===== src/inc/dbg_sticky_pkg.sv =====
// Constants, types and register map for the debug port sticky flag block
package dbg_sticky_pkg;
  // Register map, byte offsets on the bus
  localparam int         ADDR_DEC_W    = 8;
  localparam logic [7:0] ID_OFFSET     = 8'h00;
  localparam logic [7:0] CTRL_OFFSET   = 8'h04;
  localparam logic [7:0] ABORT_OFFSET  = 8'h08;
  // Control/status field positions
  localparam int ORUN_EN_BIT = 0;
  localparam int ORUN_BIT    = 1;
  localparam int MODE_LO     = 2;
  localparam int MODE_HI     = 3;
  localparam int MATCH_BIT   = 4;
  localparam int FAULT_BIT   = 5;
  localparam int PARITY_BIT  = 7;
  localparam int MASK_LO     = 8;
  localparam int MASK_HI     = 11;
  localparam int CNT_LO      = 12;
  localparam int CNT_HI      = 21;
  localparam int MODE_W      = 2;
  localparam int MASK_W      = 4;
  localparam int CNT_W       = 10;
  // Abort register clear bits
  localparam int MATCH_CLR_BIT  = 1;
  localparam int FAULT_CLR_BIT  = 2;
  localparam int PARITY_CLR_BIT = 3;
  localparam int ORUN_CLR_BIT   = 4;
  // Identification register, base value arbitrary
  localparam logic [31:0] ID_BASE     = 32'h0000_1001;
  localparam int          REDUCED_BIT = 16;
  // Transfer modes
  localparam logic [1:0] MODE_NORMAL  = 2'h0;
  localparam logic [1:0] MODE_VERIFY  = 2'h1;
  localparam logic [1:0] MODE_COMPARE = 2'h2;
  // Link acknowledge codes
  localparam logic [2:0] RESP_NONE  = 3'h0;
  localparam logic [2:0] RESP_OK    = 3'h1;
  localparam logic [2:0] RESP_WAIT  = 3'h2;
  localparam logic [2:0] RESP_FAULT = 3'h4;
  localparam logic [31:0] WORD_ZERO = 32'h0000_0000;
  // Request presented by the link decoder
  typedef struct packed {
    logic        valid;
    logic        ap;
    logic        write;
    logic        proto_err;
    logic        parity_err;
    logic [3:0]  addr;
    logic [31:0] wdata;
  } link_req_type;
endpackage


===== src/dbg_sticky_port.sv =====
// Debug port sticky flags, overrun handling and pushed compare
`timescale 1ns/1ns
module dbg_sticky_port
  import dbg_sticky_pkg::*;
#(
  parameter bit SERIAL_WIRE = 1'b1,
  parameter bit REDUCED     = 1'b0
) (
  // Clock and reset
  input  wire logic         hclk,
  input  wire logic         hresetn,
  // AHB-Lite slave
  input  wire logic         hsel,
  input  wire logic [31:0]  haddr,
  input  wire logic [1:0]   htrans,
  input  wire logic         hwrite,
  input  wire logic [2:0]   hsize,
  input  wire logic [31:0]  hwdata,
  input  wire logic         hready,
  output logic              hreadyout,
  output logic              hresp,
  output logic [31:0]       hrdata,
  // Link side, sampled from outside the clock domain
  input  wire logic         link_clk,
  input  wire link_req_type link_req,
  output logic              resp_valid,
  output logic [2:0]        resp_code,
  output logic [31:0]       link_rdata,
  // Access port side
  output logic              ap_req,
  output logic              ap_write,
  output logic [3:0]        ap_addr,
  output logic [31:0]       ap_wdata,
  input  wire logic         ap_done,
  input  wire logic         ap_err,
  input  wire logic [31:0]  ap_rdata
);

  typedef enum logic {ST_IDLE, ST_BUSY} state_type;

  state_type         state_ff;
  link_req_type      req_s1_ff;
  link_req_type      req_s2_ff;
  logic              clk_s1_ff;
  logic              clk_s2_ff;
  logic              clk_prev_ff;
  logic              fault_ff;
  logic              match_ff;
  logic              parity_ff;
  logic              orun_ff;
  logic              orun_en_ff;
  logic [MODE_W-1:0] mode_ff;
  logic [MASK_W-1:0] mask_ff;
  logic [CNT_W-1:0]  cnt_ff;
  logic              pushed_ff;
  logic [31:0]       hold_ff;
  logic              wr_pend_ff;
  logic [7:0]        wr_addr_ff;
  logic              ap_req_ff;
  logic              ap_write_ff;
  logic [3:0]        ap_addr_ff;
  logic [31:0]       ap_wdata_ff;
  logic              resp_valid_ff;
  logic [2:0]        resp_code_ff;
  logic [31:0]       link_rdata_ff;
  logic [31:0]       hrdata_ff;
  logic [MASK_W-1:0] lane_eq;

  // Link strobe and request decode
  wire req_fire    = clk_s2_ff & ~clk_prev_ff & req_s2_ff.valid;
  wire is_busy     = (state_ff == ST_BUSY);
  wire any_sticky  = fault_ff | match_ff | parity_ff | orun_ff;
  wire take        = req_fire & req_s2_ff.ap & ~req_s2_ff.proto_err;
  wire overrun_hit = take & is_busy & orun_en_ff;
  wire blocked     = take & ~is_busy & any_sticky;
  wire bad_parity  = req_s2_ff.write & req_s2_ff.parity_err;
  wire parity_hit  = take & ~is_busy & ~any_sticky & bad_parity;
  wire launch      = take & ~is_busy & ~any_sticky & ~bad_parity;
  wire pushed_on   = ~REDUCED & ((mode_ff == MODE_VERIFY) | (mode_ff == MODE_COMPARE));
  wire push_launch = launch & pushed_on & req_s2_ff.write;

  // Response selection towards the link
  wire       respond   = req_fire & ~(SERIAL_WIRE & req_s2_ff.proto_err);
  wire       late_orun = SERIAL_WIRE & orun_ff;
  wire [2:0] busy_code = late_orun ? RESP_FAULT : RESP_WAIT;
  wire [2:0] stop_code = SERIAL_WIRE ? RESP_FAULT : RESP_OK;
  wire [2:0] nxt_resp_code = (take & is_busy) ? busy_code :
                             blocked ? stop_code : RESP_OK;

  // Per byte masked compare of held and returned words
  genvar lane;
  generate
    for (lane = 0; lane < MASK_W; lane = lane + 1) begin : g_lane
      assign lane_eq[lane] = ~mask_ff[lane] |
                             (ap_rdata[lane*8 +: 8] == hold_ff[lane*8 +: 8]);
    end
  endgenerate

  // Access completion outcome
  wire done_ok   = is_busy & ap_done & ~ap_err;
  wire done_err  = is_busy & ap_done & ap_err;
  wire all_eq    = &lane_eq;
  wire want_eq   = (mode_ff == MODE_COMPARE);
  wire match_hit = done_ok & pushed_ff & (all_eq == want_eq);
  wire cnt_zero  = (cnt_ff == {CNT_W{1'b0}});
  wire repeat_go = done_ok & ~match_hit & ~cnt_zero & ~fault_ff & ~match_ff & ~REDUCED;

  // AHB-Lite decode
  wire       addr_phase = hsel & htrans[1] & hready;
  wire       wr_ctrl    = wr_pend_ff & (wr_addr_ff == CTRL_OFFSET);
  wire       wr_abort   = wr_pend_ff & (wr_addr_ff == ABORT_OFFSET);
  wire       clr_match  = wr_abort & hwdata[MATCH_CLR_BIT] & ~REDUCED;
  wire       clr_fault  = wr_abort & hwdata[FAULT_CLR_BIT];
  wire       clr_parity = wr_abort & hwdata[PARITY_CLR_BIT];
  wire       clr_orun   = wr_abort & hwdata[ORUN_CLR_BIT];

  // Sticky flag next values, set wins over clear
  wire nxt_fault  = done_err | (fault_ff & ~clr_fault);
  wire nxt_match  = match_hit | (match_ff & ~clr_match);
  wire nxt_parity = parity_hit | (parity_ff & ~clr_parity);
  wire nxt_orun   = overrun_hit | (orun_ff & ~clr_orun);

  // Counter next value, software write takes priority
  wire [CNT_W-1:0] cnt_dec = cnt_ff - 1'b1;
  wire [CNT_W-1:0] nxt_cnt = REDUCED ? {CNT_W{1'b0}} :
                             wr_ctrl ? hwdata[CNT_HI:CNT_LO] :
                             repeat_go ? cnt_dec : cnt_ff;

  // Control/status read view
  wire [MODE_W-1:0] mode_view  = REDUCED ? {MODE_W{1'b0}} : mode_ff;
  wire [MASK_W-1:0] mask_view  = REDUCED ? {MASK_W{1'b0}} : mask_ff;
  wire              match_view = ~REDUCED & match_ff;
  wire [31:0] ctrl_view = {10'h000, cnt_ff, mask_view, parity_ff, 1'b0, fault_ff,
                           match_view, mode_view, orun_ff, orun_en_ff};
  wire [31:0] id_view   = ID_BASE | ({31'h0000_0000, REDUCED} << REDUCED_BIT);
  wire [7:0]  rd_addr   = haddr[ADDR_DEC_W-1:0];
  wire [31:0] rd_mux    = (rd_addr == ID_OFFSET) ? id_view :
                          (rd_addr == CTRL_OFFSET) ? ctrl_view : WORD_ZERO;

  // Two flop synchronisers for the link pins
  always_ff @(posedge hclk or negedge hresetn) begin
    if (!hresetn) begin
      req_s1_ff   <= '0;
      req_s2_ff   <= '0;
      clk_s1_ff   <= 1'b0;
      clk_s2_ff   <= 1'b0;
      clk_prev_ff <= 1'b0;
    end else begin
      req_s1_ff   <= link_req;
      req_s2_ff   <= req_s1_ff;
      clk_s1_ff   <= link_clk;
      clk_s2_ff   <= clk_s1_ff;
      clk_prev_ff <= clk_s2_ff;
    end
  end

  // Sticky flags and counter
  always_ff @(posedge hclk or negedge hresetn) begin
    if (!hresetn) begin
      fault_ff  <= 1'b0;
      match_ff  <= 1'b0;
      parity_ff <= 1'b0;
      orun_ff   <= 1'b0;
      cnt_ff    <= {CNT_W{1'b0}};
    end else begin
      fault_ff  <= nxt_fault;
      match_ff  <= nxt_match;
      parity_ff <= nxt_parity;
      orun_ff   <= nxt_orun;
      cnt_ff    <= nxt_cnt;
    end
  end

  // Software controlled fields
  always_ff @(posedge hclk or negedge hresetn) begin
    if (!hresetn) begin
      orun_en_ff <= 1'b0;
      mode_ff    <= MODE_NORMAL;
      mask_ff    <= {MASK_W{1'b0}};
    end else if (wr_ctrl) begin
      orun_en_ff <= hwdata[ORUN_EN_BIT];
      mode_ff    <= REDUCED ? MODE_NORMAL : hwdata[MODE_HI:MODE_LO];
      mask_ff    <= REDUCED ? {MASK_W{1'b0}} : hwdata[MASK_HI:MASK_LO];
    end
  end

  // Access sequencing, one transaction in flight
  always_ff @(posedge hclk or negedge hresetn) begin
    if (!hresetn) begin
      state_ff <= ST_IDLE;
    end else begin
      case (state_ff)
        ST_IDLE: begin
          if (launch) begin
            state_ff <= ST_BUSY;
          end
        end
        ST_BUSY: begin
          if (ap_done && !repeat_go) begin
            state_ff <= ST_IDLE;
          end
        end
        default: begin
          state_ff <= ST_IDLE;
        end
      endcase
    end
  end

  // Access port request and pushed hold register
  always_ff @(posedge hclk or negedge hresetn) begin
    if (!hresetn) begin
      ap_req_ff   <= 1'b0;
      ap_write_ff <= 1'b0;
      ap_addr_ff  <= 4'h0;
      ap_wdata_ff <= WORD_ZERO;
      pushed_ff   <= 1'b0;
      hold_ff     <= WORD_ZERO;
    end else begin
      ap_req_ff <= launch | repeat_go;
      if (launch) begin
        ap_write_ff <= req_s2_ff.write & ~pushed_on;
        ap_addr_ff  <= req_s2_ff.addr;
        ap_wdata_ff <= req_s2_ff.wdata;
        pushed_ff   <= push_launch;
        hold_ff     <= req_s2_ff.wdata;
      end
    end
  end

  // Link response
  always_ff @(posedge hclk or negedge hresetn) begin
    if (!hresetn) begin
      resp_valid_ff <= 1'b0;
      resp_code_ff  <= RESP_NONE;
      link_rdata_ff <= WORD_ZERO;
    end else begin
      resp_valid_ff <= respond;
      if (respond) begin
        resp_code_ff <= nxt_resp_code;
      end
      if (done_ok) begin
        link_rdata_ff <= ap_rdata;
      end
    end
  end

  // AHB-Lite address and data phases
  always_ff @(posedge hclk or negedge hresetn) begin
    if (!hresetn) begin
      wr_pend_ff <= 1'b0;
      wr_addr_ff <= 8'h00;
      hrdata_ff  <= WORD_ZERO;
    end else begin
      wr_pend_ff <= addr_phase & hwrite;
      if (addr_phase) begin
        wr_addr_ff <= rd_addr;
      end
      if (addr_phase && !hwrite) begin
        hrdata_ff <= rd_mux;
      end
    end
  end

  // Outputs straight from flops, hreadyout and hresp tied to constants
  assign hreadyout  = 1'b1;
  assign hresp      = 1'b0;
  assign hrdata     = hrdata_ff;
  assign resp_valid = resp_valid_ff;
  assign resp_code  = resp_code_ff;
  assign link_rdata = link_rdata_ff;
  assign ap_req     = ap_req_ff;
  assign ap_write   = ap_write_ff;
  assign ap_addr    = ap_addr_ff;
  assign ap_wdata   = ap_wdata_ff;
endmodule


===== config.mk =====
export PLATFORM = sky130hd
export DESIGN_NAME = dbg_sticky_port
export DESIGN_NICKNAME = d
export VERILOG_FILES = /design/src/inc/dbg_sticky_pkg.sv /design/src/dbg_sticky_port.sv
export SDC_FILE = /design/constraint.sdc
export NUM_CORES = 1
export LEC_CHECK = 0
export BUFFER_PORTS_ARGS = -buffer_cell sky130_fd_sc_hd__buf_2
export CAP_MARGIN = 5
export CORE_AREA = 2 2 142 144
export DETAILED_ROUTE_END_ITERATION = 10
export DIE_AREA = 0 0 144 146
export PLACE_DENSITY = 0.69
export SLEW_MARGIN = 15
export SYNTH_ARGS = -nofsm -noshare
export SYNTH_HDL_FRONTEND = slang
export SYNTH_SLANG_ARGS = --single-unit

===== constraint.sdc =====
create_clock -name hclk -period 6.15 [get_ports hclk]
set_clock_uncertainty 0.05 [all_clocks]
set_input_delay 1.845 -clock hclk [delete_from_list [all_inputs] [get_ports hclk]]
set_output_delay 1.845 -clock hclk [all_outputs]
set_load 0.05 [all_outputs]

After elaboration in Yosys (flattened, before gate mapping) --
Cells that the tools add are included.
Operators by class: $add $sub $neg 1, equal/unequal tests 10, mux-type cells 10, bitwise logic cells 70, reductions and logical operators 8
Operators by type and width (count):
- 22-bit two-way mux | 2
- 1-bit AND | 38
- 8-bit == test | 4
- 10-bit two-way mux | 2
- 1-bit inverter | 19
- 8-bit by 3-bit == test with 1-bit output, second input constant | 2
- 1-bit OR | 13
- 10-bit logical NOT | 1
- 10-bit by 1-bit subtractor with 10-bit output, second input constant | 1
- 3-bit two-way mux | 3
- 8-bit by 4-bit == test with 1-bit output, second input constant | 1
- 8-bit logical NOT | 1
- 4-bit AND reduction | 1
- 2-bit by 1-bit == test with 1-bit output, second input constant | 1
- 2-bit == test, second input constant | 1
- 1-bit logical AND | 2
- 1-bit logical NOT | 2
- 1-bit two-way mux | 2
- 1-bit one-hot mux with 2 select lines | 1
- 2-bit nonzero test | 1
- 1-bit == test | 1
Word-level totals: flip-flop bits (word level) 223, input bits 150, output and inout port bits 108

Longest topological paths before layout --
depth in word-level cells 14, depth in mapped cells 9

Worst setup path after synthesis --
No wires, ideal clock.
path type input port to flip-flop, start point input ap_rdata[18], end point register cnt_ff[2], setup time 87 ps, arrival 3337 ps, data required time 6013 ps, setup slack 2677 ps, stages on the path 8, cell sequence xnor2_1 nand4_1 o21ai_0 nand4_1 mux2_2 nor2_1 mux2_2 o211ai_1
Between the ends: longest elaborated chain between the ends 11
Ends and longest elaborated chain:
- from (decl) | RTL line dbg_sticky_port.sv:36 | input wire logic [31:0] ap_rdata
- 8-bit == test | RTL line dbg_sticky_port.sv:95 | (ap_rdata[lane*8 +: 8] == hold_ff[lane*8 +: 8]);
- 1-bit OR | RTL line dbg_sticky_port.sv:94 | assign lane_eq[lane] = ~mask_ff[lane] |
- 4-bit AND reduction | RTL line dbg_sticky_port.sv:102 | wire all_eq = &lane_eq;
- 1-bit == test | RTL line dbg_sticky_port.sv:104 | wire match_hit = done_ok & pushed_ff & (all_eq == want_eq);
- 1-bit AND | RTL line dbg_sticky_port.sv:104
- 1-bit inverter | RTL line dbg_sticky_port.sv:106 | wire repeat_go = done_ok & ~match_hit & ~cnt_zero & ~fault_ff & ~match_ff & ~REDUCED;
- 1-bit AND (4 in a row) | RTL line dbg_sticky_port.sv:106
- 2-bit nonzero test (no source line)
- to (signal assigned) | RTL line dbg_sticky_port.sv:164 | cnt_ff <= {CNT_W{1'b0}};
- to (signal assigned) | RTL line dbg_sticky_port.sv:170 | cnt_ff <= nxt_cnt;
- to (decl) | RTL line dbg_sticky_port.sv:54 | logic [CNT_W-1:0] cnt_ff;
No other way between the ends. A chain may end at the register's enable or synchronous reset.

Final worst setup path --
start point input hready, end point register hrdata_ff[7] (netlist: hrdata[7])
Between the ends: longest elaborated chain between the ends 2
Ends and longest elaborated chain:
- from (decl) | RTL line dbg_sticky_port.sv:19 | input wire logic hready,
- 1-bit AND | RTL line dbg_sticky_port.sv:109 | wire addr_phase = hsel & htrans[1] & hready;
- 1-bit logical AND | RTL line dbg_sticky_port.sv:259 | if (addr_phase && !hwrite) begin
- to (signal assigned) | RTL line dbg_sticky_port.sv:260 | hrdata_ff <= rd_mux;
- to (decl) | RTL line dbg_sticky_port.sv:66 | logic [31:0] hrdata_ff;
No other way between the ends.

==> impl_table.tex <==
\begin{tabular}{lr}
\hline
Metric & Value \\
\hline
\multicolumn{2}{l}{\textbf{Routing}} \\
\quad First-iteration detailed-routing DRC count & roughly 160 \\
\quad Post-detailed-routing wire length & roughly 17000 µm \\
\quad Total iterations of the first detailed-routing run & 4 \\
\quad Wire per inst & 16.1 µm \\
\quad Count of unresolved DRC violations after routing & 0 \\
\quad Antenna Violating Nets Remaining & 0 \\
\quad Vias/cell & between 4 and 5 \\
\quad Vias & approximately 4800 \\
\multicolumn{2}{l}{\textbf{Final layout}} \\
\quad Number of fill cells in the layout & 1676 \\
\quad Fraction of layout instances using a drive strength above 1 & 43.7\% \\
\quad Post-layout nets & about 900 \\
\quad Non-filler instance count after layout & around 1000 \\
\quad Ant diodes & 0 \\
\quad Synth-to-layout area growth & 26.8\% \\
\quad Most frequent cells in the layout & dfrtp\_1 (212), buf\_2 (202), mux2\_2 (80) \\
\quad Most common cell after layout, fill and taps aside & dfrtp\_1 \\
\multicolumn{2}{l}{\textbf{GRT}} \\
\quad Final global-route overflow total & 0 \\
\quad Overall routing resource usage & between 10\% and 20\% \\
\quad Largest net degree at the start of global routing & approximately 140 \\
\quad Wire length of the first global-routing pass & around 26000 µm \\
\quad Vias in the first global route & 4859 \\
\quad Number of antenna violations at the first check in global routing & 1 \\
\multicolumn{2}{l}{\textbf{Placed design}} \\
\quad Post-place setup slack & 1.62 ns \\
\quad Total half-perimeter wirelength after legalization and detailed placement & 11500 µm \\
\quad Gp weighted congestion & between 0.8 and 0.9 \\
\quad Placed cells & approximately 1000 \\
\quad Number of buffers added on ports & 203 \\
\multicolumn{2}{l}{\textbf{STA}} \\
\quad Highest clock frequency the design can meet & 0.250 GHz \\
\quad Worst Tran Pin Value & 1.05 ns \\
\quad Final Max Tran Viols & 0 \\
\quad Shortest period the worst path allows & around 4.0 ns \\
\quad Setup-violating endpoint count in the final report & 0 \\
\quad Final hold violation count & 0 \\
\quad Worst relative slew slack & a little under 30\% \\
\quad Worst Slack Setup Final & around 2.2 ns \\
\quad Unrepaired setup endpoints after global routing & no \\
\quad Post-route clock period utilization & about 65\% \\
\quad Sum of negative setup slack & 0 ns \\
\multicolumn{2}{l}{\textbf{Yosys}} \\
\quad Number of synthesized flops with an enable pin & 0 \\
\quad Async SR Flop Fraction & 100\% \\
\quad Number of instances in the synthesized netlist & around 530 \\
\quad Post-Syn Area per Cell & $\sim$15 µm² \\
\quad Total number of yosys warnings & 0 \\
\quad Number of synthesized register bits & 212 \\
\quad Count of distinct cell types in the synthesized netlist & 35 \\
\quad Post-synthesis cell area & $\sim$7700 µm² \\
\quad Sequential fraction of the synthesis area & between 60\% and 70\% \\
\quad Most used flip-flop cell after synthesis & dfrtp\_1 \\
\multicolumn{2}{l}{\textbf{Pwr}} \\
\quad Final total power & about 3.2 mW \\
\quad Leakage power figure & 4.90 nW \\
\quad Share of power burned in the clock network & 43.8\% \\
\quad Net Sw Frac & 24.4\% \\
\quad Sequential cell fraction of total power & between 40\% and 50\% \\
\quad Internal Power & $\sim$2.4 mW \\
\quad Portion of total power attributed to combinational logic & roughly 8.8\% \\
\quad Highest ir drop seen on vdd & approximately 240 µV \\
\quad Power per cell area & 326 nW/µm² \\
\quad Net switching power & $\sim$0.77 mW \\
\multicolumn{2}{l}{\textbf{Clock tree}} \\
\quad Count of buffers added by post-CTS timing repair for setup & 0 \\
\quad Worst-Skew Late Latency & around 0.5 ns \\
\quad CTS tree & done \\
\quad Number of gates given a new drive strength after cts & 0 \\
\quad Number of clock buffers inserted by TritonCTS & 23 \\
\quad Clock H-tree levels & 1 \\
\quad \# clock sinks & between 200 and 250 \\
\quad Hold buffers post-CTS & 0 \\
\quad Post-CTS clock slew at the launch and capture registers of the worst setup and hold paths & about 0.060 ns \\
\quad CTS Buffer Depth & 3 \\
\quad Master cell of the clock root buffer & clkbuf\_16 \\
\multicolumn{2}{l}{\textbf{Setup path}} \\
\quad Crit-path max FO & 22 \\
\quad Required time worst endpoint & $\sim$6.5 ns \\
\quad Worst Setup Path Type & input port to flip-flop \\
\quad Setup crit end kind & flip-flop \\
\quad Data arrival time of the critical path & 4.38 ns \\
\quad Kind of start point of the critical path & input port \\
\multicolumn{2}{l}{\textbf{Floorplan}} \\
\quad Row count & approximately 50 \\
\quad Core Footprint & approximately 19000 µm² \\
\quad Vert. Die Dim & roughly 150 µm \\
\quad Top Ports & approximately 260 \\
\quad Starting utilization of the core area & 39.7\% \\
\quad Die area & around 21000 µm² \\
\quad Die X-Extent & 144 µm \\
\multicolumn{2}{l}{\textbf{Run status}} \\
\quad Result of the run & finished clean \\
\multicolumn{2}{l}{\textbf{Min path}} \\
\quad Class of the tightest hold or removal check & flip-flop to flip-flop \\
\multicolumn{2}{l}{\textbf{Job}} \\
\quad Maximum Capacitance Violations & 0 \\
\hline
\end{tabular}
[metal layers]
layer	track usage (%)	up-vias	routed length, µm
li1	-	2227	-
met1	21.9	2345	7360
met2	24.9	178	7530
met3	4.31	31	1350
met4	3.68	2	293
met5	0	-	13
[state kept, by name (all words and copies together) (netlist names), 2 cells and up]
register    count
mode_ff         2
link_rdata     32
cnt_ff         10
mask_ff         4
hrdata         21
ap_wdata       32
wr_addr_ff      8
req_s1_ff      41
req_s2_ff      41
resp_code       3
ap_addr         4
[worst paths after layout]
kind / start / slack, ns / cells after the start / end
worst max register to register: is_busy / 3.24 / 7 / cnt_ff[6]
worst min-delay path: req_s1_ff[5] / 0.29 / 0 / req_s2_ff[5]
max in group asynchronous: hresetn / 3.67 / 2 / req_s1_ff[14]
worst min register to register: req_s1_ff[5] / 0.29 / 0 / req_s2_ff[5]
min in group asynchronous: hresetn / 1.38 / 1 / hrdata[15]
worst max-delay path: hready / 2.15 / 7 / hrdata[7]
[worst max-delay path, stage by stage]
cell	delay [ns]
buf_2	0.08
nand3_1	0.32
nand2b_1	0.74
nand3b_1	0.41
nor2_1	0.52
buf_4	0.31
a22o_1	0.15
[stage by stage]
stage          utilization (%)  area, µm²  hold WS [ns]
2_1_floorplan                -       7720         0.281
3_3_place_gp              46.3       8960         0.282
3_5_place_dp              46.3       8960         0.285
4_1_cts                   50.4       9740         0.292
5_1_grt                   50.4       9740         0.299
6_report                  50.4       9740         0.292
[power groups by stage]
stage          Sequential, mW  Clock, mW  Combinational (mW)
6_report                 1.50       1.39               0.280
5_1_grt                  1.51       1.49               0.302
4_1_cts                  1.50       1.43               0.285
3_5_place_dp             1.53          0               0.284
3_3_place_gp             1.52          0               0.281
2_1_floorplan            1.61          0              0.0850
[cell type report]
cell class / count / area [µm²] / area share [%]
multi-input cells: 288 / 2210 / 22.7
well taps: 265 / 332 / 3.41
clock buffers: 32 / 669 / 6.87
clock inverters: 10 / 109 / 1.12
repair buffers: 208 / 1080 / 11.1
flip-flops and latches: 212 / 5310 / 54.5
inverters: 10 / 37.5 / 0.386
[cell families (layout without fill, tap and decap cells)]
group | after synthesis | after routing | share of synthesized area, %
multiplexers | 80 | 80 | 11.7
XOR/XNOR | 38 | 38 | 4.33
adder cells (fa/ha/maj) | 2 | 2 | 0.326
buffers and inverters | 38 | 260 | 2.69
AND/OR/NAND/NOR | 105 | 105 | 7.12
other | 2 | 13 | 0.0978
AO/OA/AOI/OAI | 50 | 50 | 4.61
flip-flops | 212 | 212 | 69.1
[cells in the mapped netlist, types with 4 or more instances]
master / n / area share, %
nand4_1: 11 / 0.90
mux2_2: 80 / 12
a22o_1: 20 / 2.3
buf_4: 13 / 1.3
nand2_1: 46 / 2.2
nand3b_1: 8 / 0.78
clkbuf_1: 13 / 0.64
nor3_1: 10 / 0.65
nand3_1: 4 / 0.26
o21ai_0: 22 / 1.4
xnor2_1: 38 / 4.3
dfrtp_1: 212 / 69
inv_1: 10 / 0.49
nor2_1: 12 / 0.59
Note: power is estimated with default switching activity, not from simulation.
